**src/core/ddp_defines.svh**
```systemverilog
`ifndef DDP_DEFINES_SVH
`define DDP_DEFINES_SVH
`define DDP_SFR_BASE 8'h80
`define DDP_ADDR_STACK 8'h81
`define DDP_ADDR_PTR0_LO 8'h82
`define DDP_ADDR_PTR0_HI 8'h83
`define DDP_ADDR_PTR1_LO 8'h84
`define DDP_ADDR_PTR1_HI 8'h85
`define DDP_ADDR_SEL 8'h86
`define DDP_ADDR_WAIT 8'h92
`define DDP_SEL_BIT 0
`define DDP_TOGGLE_BIT 5
`define DDP_STEP0_BIT 6
`define DDP_STEP1_BIT 7
`define DDP_STACK_MASK 8'h7F
`define DDP_SEL_MASK 8'hE1
`define DDP_WAIT_MASK 8'h07
`define DDP_STACK_RESET 8'h07
`define DDP_PTR_RESET 16'h0000
`define DDP_SEL_RESET 8'h00
`define DDP_WAIT_RESET 8'h04
`endif

```
**src/core/ddp_pkg.sv**
```systemverilog
package ddp_pkg;
    // Pointer operation requested by the instruction decoder
    typedef enum logic [1:0] {
        DDP_OP_NONE,
        DDP_OP_STEP,
        DDP_OP_USE
    } ddp_op_type;
endpackage : ddp_pkg

```
**src/core/ddp_wait_counter.sv**
```systemverilog
`timescale 1ns/1ps
`include "ddp_defines.svh"
// Program memory access timer: a fetch start is answered after 1..8 clocks
module ddp_wait_counter (
    input wire logic mclk,
    input wire logic sys_rst,
    input wire logic [2:0] wait_sel,
    input wire logic fetch_start,
    output logic fetch_busy,
    output logic fetch_done
);
    logic [2:0] cnt_q;
    logic [2:0] cnt_d;
    logic busy_q;
    logic busy_d;
    logic done_q;
    logic done_d;
    wire logic last = (cnt_q == 3'h0);

    // A start while busy is ignored so one access never overlaps the next
    always_comb begin
        cnt_d = cnt_q;
        busy_d = busy_q;
        done_d = 1'b0;
        if (busy_q) begin
            if (last) begin
                busy_d = 1'b0;
                done_d = 1'b1;
            end else begin
                cnt_d = cnt_q - 3'h1;
            end
        end else if (fetch_start) begin
            if (wait_sel == 3'h0) begin
                done_d = 1'b1;
            end else begin
                busy_d = 1'b1;
                cnt_d = wait_sel - 3'h1;
            end
        end
    end

    // Counter state
    always_ff @(posedge mclk or posedge sys_rst) begin
        if (sys_rst) begin
            cnt_q <= 3'h0;
            busy_q <= 1'b0;
            done_q <= 1'b0;
        end else begin
            cnt_q <= cnt_d;
            busy_q <= busy_d;
            done_q <= done_d;
        end
    end

    assign fetch_busy = busy_q;
    assign fetch_done = done_q;
endmodule : ddp_wait_counter

```
**src/core/ddp_sfr_bank.sv**
```systemverilog
`timescale 1ns/1ps
`include "ddp_defines.svh"
// Dual data pointer, stack pointer and wait state special function registers
module ddp_sfr_bank (
    input wire logic mclk,
    input wire logic sys_rst,
    input wire logic [7:0] sfr_addr,
    input wire logic sfr_wr,
    input wire logic sfr_rd,
    input wire logic [7:0] sfr_wdata,
    output logic [7:0] sfr_rdata,
    output logic sfr_hit,
    input wire ddp_pkg::ddp_op_type ptr_op,
    input wire logic fetch_start,
    output logic fetch_busy,
    output logic fetch_done,
    output logic [15:0] active_ptr,
    output logic [6:0] stack_ptr,
    output logic [2:0] wait_cycles
);
    logic [15:0] ptr0_q;
    logic [15:0] ptr0_d;
    logic [15:0] ptr1_q;
    logic [15:0] ptr1_d;
    logic [7:0] sel_q;
    logic [7:0] sel_d;
    logic [7:0] stack_q;
    logic [7:0] stack_d;
    logic [7:0] wt_q;
    logic [7:0] wt_d;
    logic [7:0] rdata_q;
    logic [7:0] rdata_d;
    logic hit_q;
    logic [15:0] act_q;

    // Address decode: only direct SFR addresses 0x80..0xFF can hit
    wire logic in_sfr = sfr_addr[7];
    wire logic hit_stack = in_sfr && (sfr_addr == `DDP_ADDR_STACK);
    wire logic hit_p0l = in_sfr && (sfr_addr == `DDP_ADDR_PTR0_LO);
    wire logic hit_p0h = in_sfr && (sfr_addr == `DDP_ADDR_PTR0_HI);
    wire logic hit_p1l = in_sfr && (sfr_addr == `DDP_ADDR_PTR1_LO);
    wire logic hit_p1h = in_sfr && (sfr_addr == `DDP_ADDR_PTR1_HI);
    wire logic hit_sel = in_sfr && (sfr_addr == `DDP_ADDR_SEL);
    wire logic hit_wt = in_sfr && (sfr_addr == `DDP_ADDR_WAIT);
    wire logic any_hit = hit_stack | hit_p0l | hit_p0h | hit_p1l | hit_p1h | hit_sel | hit_wt;

    // Select field views
    wire logic use_second = sel_q[`DDP_SEL_BIT];
    wire logic toggle_en = sel_q[`DDP_TOGGLE_BIT];
    wire logic first_pointer_step_dir = sel_q[`DDP_STEP0_BIT];
    wire logic second_pointer_step_dir = sel_q[`DDP_STEP1_BIT];
    wire logic do_step = (ptr_op == ddp_pkg::DDP_OP_STEP);
    wire logic do_use = (ptr_op != ddp_pkg::DDP_OP_NONE);

    // Stepped value of each pointer, wrapping over all 16 bits
    wire logic [15:0] ptr0_step = first_pointer_step_dir ?
        ptr0_q - 16'h0001 : ptr0_q + 16'h0001;
    wire logic [15:0] ptr1_step = second_pointer_step_dir ?
        ptr1_q - 16'h0001 : ptr1_q + 16'h0001;

    // Read mux, reserved bits come back as zero
    assign rdata_d = hit_stack ? (stack_q & `DDP_STACK_MASK) :
                     hit_p0l ? ptr0_q[7:0] :
                     hit_p0h ? ptr0_q[15:8] :
                     hit_p1l ? ptr1_q[7:0] :
                     hit_p1h ? ptr1_q[15:8] :
                     hit_sel ? (sel_q & `DDP_SEL_MASK) :
                     hit_wt ? (wt_q & `DDP_WAIT_MASK) : 8'h00;

    // Next state; a software write in the same cycle as an instruction step wins,
    // since the write is the later program-order effect
    always_comb begin
        ptr0_d = ptr0_q;
        ptr1_d = ptr1_q;
        sel_d = sel_q;
        if (do_step && !use_second) begin
            ptr0_d = ptr0_step;
        end
        if (do_step && use_second) begin
            ptr1_d = ptr1_step;
        end
        if (do_use && toggle_en) begin
            sel_d[`DDP_SEL_BIT] = ~sel_q[`DDP_SEL_BIT];
        end
        if (sfr_wr && hit_p0l) begin
            ptr0_d[7:0] = sfr_wdata;
        end
        if (sfr_wr && hit_p0h) begin
            ptr0_d[15:8] = sfr_wdata;
        end
        if (sfr_wr && hit_p1l) begin
            ptr1_d[7:0] = sfr_wdata;
        end
        if (sfr_wr && hit_p1h) begin
            ptr1_d[15:8] = sfr_wdata;
        end
        if (sfr_wr && hit_sel) begin
            sel_d = sfr_wdata & `DDP_SEL_MASK;
        end
    end

    // Masked stores keep reserved bits at zero whatever is written
    assign stack_d = (sfr_wr && hit_stack) ? (sfr_wdata & `DDP_STACK_MASK) : stack_q;
    assign wt_d = (sfr_wr && hit_wt) ? (sfr_wdata & `DDP_WAIT_MASK) : wt_q;

    // Register storage
    always_ff @(posedge mclk or posedge sys_rst) begin
        if (sys_rst) begin
            ptr0_q <= `DDP_PTR_RESET;
            ptr1_q <= `DDP_PTR_RESET;
            sel_q <= `DDP_SEL_RESET;
            stack_q <= `DDP_STACK_RESET;
            wt_q <= `DDP_WAIT_RESET;
        end else begin
            ptr0_q <= ptr0_d;
            ptr1_q <= ptr1_d;
            sel_q <= sel_d;
            stack_q <= stack_d;
            wt_q <= wt_d;
        end
    end

    // Registered read data and pointer view for the outputs
    always_ff @(posedge mclk or posedge sys_rst) begin
        if (sys_rst) begin
            rdata_q <= 8'h00;
            hit_q <= 1'b0;
            act_q <= `DDP_PTR_RESET;
        end else begin
            rdata_q <= sfr_rd ? rdata_d : 8'h00;
            hit_q <= (sfr_rd | sfr_wr) & any_hit;
            act_q <= sel_d[`DDP_SEL_BIT] ? ptr1_d : ptr0_d;
        end
    end

    assign sfr_rdata = rdata_q;
    assign sfr_hit = hit_q;
    assign active_ptr = act_q;
    assign stack_ptr = stack_q[6:0];
    assign wait_cycles = wt_q[2:0];

    // Program memory access timer
    ddp_wait_counter u_wait (
        .mclk(mclk),
        .sys_rst(sys_rst),
        .wait_sel(wt_q[2:0]),
        .fetch_start(fetch_start),
        .fetch_busy(fetch_busy),
        .fetch_done(fetch_done)
    );

    // Select bit: toggled by pointer instructions only while enabled, writes stored masked
    a_sel_toggle: assert property (@(posedge mclk) disable iff (sys_rst)
        (do_use && toggle_en && !(sfr_wr && hit_sel)) |=> (sel_q[0] != $past(sel_q[0])))
        else $error("select bit did not toggle");
    a_sel_hold: assert property (@(posedge mclk) disable iff (sys_rst)
        (!toggle_en && !(sfr_wr && hit_sel)) |=> (sel_q[0] == $past(sel_q[0])))
        else $error("select bit changed without toggle");
    a_sel_write: assert property (@(posedge mclk) disable iff (sys_rst)
        (sfr_wr && hit_sel) |=> (sel_q == ($past(sfr_wdata) & `DDP_SEL_MASK)))
        else $error("select write not stored masked");
    a_active_view: assert property (@(posedge mclk) disable iff (sys_rst)
        active_ptr == (sel_q[`DDP_SEL_BIT] ? ptr1_q : ptr0_q))
        else $error("active pointer view wrong");

    // Stepping moves only the selected pointer, by one, in the direction of its field
    a_ptr0_step: assert property (@(posedge mclk) disable iff (sys_rst)
        (do_step && !use_second && !(sfr_wr && (hit_p0l || hit_p0h)))
        |=> (ptr0_q == ($past(sel_q[6]) ? $past(ptr0_q) - 16'h0001
            : $past(ptr0_q) + 16'h0001)))
        else $error("first pointer step wrong");
    a_ptr1_step: assert property (@(posedge mclk) disable iff (sys_rst)
        (do_step && use_second && !(sfr_wr && (hit_p1l || hit_p1h)))
        |=> (ptr1_q == ($past(sel_q[7]) ? $past(ptr1_q) - 16'h0001
            : $past(ptr1_q) + 16'h0001)))
        else $error("second pointer step wrong");
    a_idle_ptr: assert property (@(posedge mclk) disable iff (sys_rst)
        (do_step && !use_second && !sfr_wr) |=> $stable(ptr1_q))
        else $error("idle pointer moved");
    a_idle_first: assert property (@(posedge mclk) disable iff (sys_rst)
        (do_step && use_second && !sfr_wr) |=> $stable(ptr0_q))
        else $error("idle first pointer moved");

    // Byte writes land whole; reserved bits never hold a one, whatever was written
    a_ptr0_low: assert property (@(posedge mclk) disable iff (sys_rst)
        (sfr_wr && hit_p0l) |=> (ptr0_q[7:0] == $past(sfr_wdata)))
        else $error("first pointer low write lost");
    a_ptr0_high: assert property (@(posedge mclk) disable iff (sys_rst)
        (sfr_wr && hit_p0h) |=> (ptr0_q[15:8] == $past(sfr_wdata)))
        else $error("first pointer high write lost");
    a_ptr1_low: assert property (@(posedge mclk) disable iff (sys_rst)
        (sfr_wr && hit_p1l) |=> (ptr1_q[7:0] == $past(sfr_wdata)))
        else $error("second pointer low write lost");
    a_ptr1_high: assert property (@(posedge mclk) disable iff (sys_rst)
        (sfr_wr && hit_p1h) |=> (ptr1_q[15:8] == $past(sfr_wdata)))
        else $error("second pointer high write lost");
    a_stack_write: assert property (@(posedge mclk) disable iff (sys_rst)
        (sfr_wr && hit_stack) |=> (stack_ptr == $past(sfr_wdata[6:0])))
        else $error("stack pointer write lost");
    a_wait_write: assert property (@(posedge mclk) disable iff (sys_rst)
        (sfr_wr && hit_wt) |=> (wait_cycles == $past(sfr_wdata[2:0])))
        else $error("wait field write lost");
    a_rsv_zero: assert property (@(posedge mclk) disable iff (sys_rst)
        (sel_q[4:1] == 4'h0) && (stack_q[7] == 1'b0) && (wt_q[7:3] == 5'h00))
        else $error("reserved bit set");

    // Read side: mapped places answer with a hit, anything else reads as zero
    a_low_miss: assert property (@(posedge mclk) disable iff (sys_rst)
        (sfr_rd && !sfr_addr[7]) |=> (sfr_rdata == 8'h00) && !sfr_hit)
        else $error("low address answered");
    a_miss_quiet: assert property (@(posedge mclk) disable iff (sys_rst)
        (sfr_rd && !any_hit) |=> (sfr_rdata == 8'h00) && !sfr_hit)
        else $error("unmapped address answered");
    a_read_hit: assert property (@(posedge mclk) disable iff (sys_rst)
        (sfr_rd && any_hit) |=> sfr_hit)
        else $error("mapped read gave no hit");

    // Access timer: a taken start ends after the wait code plus one clocks
    a_wait_len: assert property (@(posedge mclk) disable iff (sys_rst)
        (fetch_start && !fetch_busy && (wt_q[2:0] == 3'h4)) |-> ##5 fetch_done)
        else $error("five clock access wrong");
    a_wait_fast: assert property (@(posedge mclk) disable iff (sys_rst)
        (fetch_start && !fetch_busy && (wt_q[2:0] == 3'h0)) |=> fetch_done)
        else $error("one clock access wrong");
    a_wait_long: assert property (@(posedge mclk) disable iff (sys_rst)
        (fetch_start && !fetch_busy && (wt_q[2:0] == 3'h7)) |-> ##8 fetch_done)
        else $error("eight clock access wrong");
    a_busy_start: assert property (@(posedge mclk) disable iff (sys_rst)
        (fetch_start && !fetch_busy && (wt_q[2:0] != 3'h0)) |=> (fetch_busy && !fetch_done))
        else $error("access did not go busy");
endmodule : ddp_sfr_bank

```
**config.mk**
```make
export PLATFORM = sky130hd
export DESIGN_NAME = ddp_sfr_bank
export DESIGN_NICKNAME = d
export VERILOG_FILES = /design/src/core/ddp_pkg.sv /design/src/core/ddp_wait_counter.sv /design/src/core/ddp_sfr_bank.sv
export VERILOG_INCLUDE_DIRS = /design/src /design/src/core
export SDC_FILE = /design/constraint.sdc
export NUM_CORES = 1
export LEC_CHECK = 0
export BUFFER_PORTS_ARGS = -buffer_cell sky130_fd_sc_hd__buf_4
export CAP_MARGIN = 20
export CORE_MARGIN = 3
export CORE_UTILIZATION = 53
export DETAILED_ROUTE_END_ITERATION = 12
export PLACE_DENSITY = 0.88
export SYNTH_ARGS = -nofsm -noshare
export SYNTH_HDL_FRONTEND = slang
export SYNTH_HIERARCHICAL = 1
export SYNTH_SLANG_ARGS = --single-unit
export TNS_END_PERCENT = 5
```
**constraint.sdc**
```tcl
create_clock -name mclk -period 2.6 [get_ports mclk]
set_input_delay 0.26 -clock mclk [delete_from_list [all_inputs] [get_ports mclk]]
set_output_delay 0.26 -clock mclk [all_outputs]
set_load 0.05 [all_outputs]
```
==> impl_metrics.env <==
export IMPL_outcome="complete, but fails checks"
export IMPL_violations="setup timing"
export IMPL_cp_startpoint="sel_q[6]"
export IMPL_dpl_hpwl_mm=11.1
export IMPL_routed_via_count=4765
export IMPL_ys_flop_type="dfrtp_1"
export IMPL_area_growth_pct=25.5
export IMPL_crit_chain="ha_1 > a21o_1 > a21o_1 > a21o_1 > o2111ai_2 > mux2i_1 > or3_1 > a21oi_2 > buf_4 > o2bb2ai_1"
export IMPL_ioPinCount=60
export IMPL_yosysTopAreaCell="dfrtp_1"
export IMPL_gp_congestion=1.04
export IMPL_power_density_nw_per_um2=945
export IMPL_synth_most_common_cell="dfrtp_1"
export IMPL_worstHoldPathCells=3
export IMPL_rrSetupSlack_ps=-100
export IMPL_cp_num_cells=10
export IMPL_r2r_cells=10
export IMPL_htreeDepth=3
export IMPL_fin_nets=692
export IMPL_cts_root_buffer_cell="clkbuf_8"
export IMPL_max_stage_delay_ps=510
export IMPL_slew_headroom_pct=53.7
export IMPL_viasPerCell=6.20
export IMPL_port_buffers=59
export IMPL_yosysSeqAreaShare_pct=37.9
export IMPL_path_delay_family="compound AO/OA/AOI/OAI gates"
export IMPL_period_needed_ps=2700
export IMPL_power_frac_clock_pct=16.8
export IMPL_leakagePower_nw=2.96
export IMPL_worstSkewPairLatency_ps=360
export IMPL_clk_pin_slew_ps=80
export IMPL_critical_path_startpoint_type="flip-flop"
export IMPL_postRouteAntennaNets=0
export IMPL_drive_gt1_share_pct=31.1
export IMPL_rsz0062_at_grt="true"
export IMPL_tns_ps=-342
export IMPL_syn_cell_area_um2=5030
export IMPL_drc=0
export IMPL_routedWlPerCell_um=19.5
export IMPL_cp_data_arrival_time_ps=2950
export IMPL_drv_slew=0
export IMPL_cts_buffers_inserted=9
export IMPL_max_vdd_ir_drop_uv=698
export IMPL_cap_viol_max_count=0
export IMPL_setup_viol=5
export IMPL_grt_pass1_vias=4616
export IMPL_hold_viol=0
export IMPL_whs_ps=156
export IMPL_setup_slack_ps=-102
export IMPL_finalPower_w=0.00596
export IMPL_dieArea_um2=10700
export IMPL_final_core_util_pct=70.3
export IMPL_worstMarginPinSlew_ps=692
export IMPL_fp_row_count=34
export IMPL_finalWirelength_mm=15.0
export IMPL_holdCritPathClass="in -> reg"
export IMPL_crit_required_ps=2840
export IMPL_synth_top_area_share_pct=35.8
export IMPL_path_common_cell="a21o_1"
export IMPL_endpoint="active_ptr[15]"
export IMPL_grt_antenna_before_repair=0
export IMPL_grt_max_degree=44
export IMPL_cts_tree="yes"
export IMPL_syn_nets=591
export IMPL_critPathBufInv=1
export IMPL_fp_dieH_um=103
export IMPL_fin_cells=769
export IMPL_synth_area_leaders="dfrtp_1 36%, ha_1 7.2%, mux2_2 5.6%"
export IMPL_intPower_w=0.00340
export IMPL_grt_usage_pct=28.4
export IMPL_async_flop_share_pct=100
export IMPL_seq_power_share_pct=32.2
export IMPL_syn_area_per_cell_um2=9.36
export IMPL_cts_sinks=76
export IMPL_synth_cell_types=74
export IMPL_synth_common_cells="72 x dfrtp_1, 56 x nand2_1, 56 x nor2_1"
export IMPL_ys_warn_count=6
export IMPL_crit_slowest_cell="dfrtp_2"
export IMPL_placed_cells=749
export IMPL_path_max_fanout=8
export IMPL_first_iter_violations=429
export IMPL_fp_dieW_um=103
export IMPL_antennaDiodeCount=0
export IMPL_first_pass_iters=5
export IMPL_combPwrFrac_pct=51.0
export IMPL_r2r_end="active_ptr[15]"
export IMPL_core_um2=8980
export IMPL_grt_overflow=0
export IMPL_critical_path_class="reg -> reg"
export IMPL_r2r_start="sel_q[6]"
export IMPL_min_period_over_period_pct=104
export IMPL_synth_cells=537
export IMPL_fin_skew_ps=7.92
export IMPL_cts_buffer_depth=2
export IMPL_grt_pass1_wl_mm=23.1
export IMPL_critPathCaptureType="flip-flop"
export IMPL_fmax_ghz=0.370
export IMPL_start_util_pct=56.0
export IMPL_switching_power_w=0.00256
export IMPL_synth_seq_cells=76
export IMPL_switching_share_pct=43.0
export IMPL_synth_edf_count=0
-- worst min path at each step --
| stage | slack [ps] | startpoint | end |
|---|---|---|---|
| floorplan | 40 | sys_rst | u_wait/cnt_q[0] |
| global placement | 180 | sys_rst | u_wait/cnt_q[1] |
| detailed placement | 190 | sys_rst | u_wait/cnt_q[0] |
| CTS | 150 | fetch_start | u_wait/fetch_done |
| global route | 180 | fetch_start | u_wait/fetch_done |
| finish | 160 | fetch_start | u_wait/fetch_done |
-- timing repair --
action                                  in CTS  in global routing
resized for setup                           10                 21
endpoints found under the setup margin      10                 16
pin swaps                                    2                 10
setup buffers                                0                  3
gates cloned                                 0                  0
hold buffers                                 1                  0
endpoints found under the hold margin        8                  0
-- cell families after synthesis --
kind of cell	synth area share, %
AO/OA/AOI/OAI	20.6
buffers and inverters	3.29
flip-flops	37.9
adder cells (fa/ha/maj)	8.02
multiplexers	8.29
AND/OR/NAND/NOR	17.5
XOR/XNOR	4.36
-- layout by cell type, fill, tap and decap left out, types with 13 or more instances in the layout --
cell type  Yosys  final
buf_4          2    107
dfrtp_1       72     70
o21ai_0       29     26
inv_1         14     13
nor2_1        56     55
a21oi_1       40     36
xnor2_1       21     21
nand2_1       56     56
ha_1          29     25
a31oi_1       18     17
mux2_2        25     25
-- through the flow --
stage,area (um^2),setup slack [ps]
6_report,6310,-102
5_1_grt,6310,-169
2_1_floorplan,5030,-16.7
3_5_place_dp,5890,-140
4_1_cts,6160,-45.7
3_3_place_gp,5890,-111
-- routing by layer --
layer / part of all wire [%] / track usage [%]
met5: 0 / 0
met3: 8.7 / 7.58
met4: 3.2 / 9.96
met2: 49 / 47.6
met1: 39 / 35.4
-- final cells by class --
type	count	area, um^2
Inverter	15	57.6
Clock inverter	5	83.8
Multi-Input combinational cell	426	3120
Clock buffer	11	131
Timing Repair Buffer	110	845
Sequential cell	76	1910
Tap cell	126	158
Fill cell	672	2670
-- power by group through the flow --
stage | Clock [W] | Sequential, W | Combinational (W)
after global placement | 0 | 0.00189 | 0.00274
after global routing | 0.00106 | 0.00195 | 0.00324
after floorplan | 0 | 0.00225 | 0.00146
final | 0.00100 | 0.00192 | 0.00304
after CTS | 0.00101 | 0.00189 | 0.00290
after detailed placement | 0 | 0.00191 | 0.00284
-- worst register-to-register path, cell delays in order, from the launching register on --
cell	delay, ps
dfrtp_2	510
ha_1	380
a21o_1	220
a21o_1	220
a21o_1	210
o2111ai_2	220
mux2i_1	120
or3_1	370
a21oi_2	150
buf_4	140
o2bb2ai_1	60
-- flip-flops by register name, summed over array words and instances, names as in the netlist --
name / cells
wt_q: 3
u_wait/cnt_q: 3
sel_q: 4
stack_q: 7
u_wait/fetch_done: 1
ptr0_q: 16
sfr_rdata: 8
sfr_hit: 1
active_ptr: 16
ptr1_q: 16
u_wait/fetch_busy: 1
Note: power is estimated with default switching activity, not from simulation.
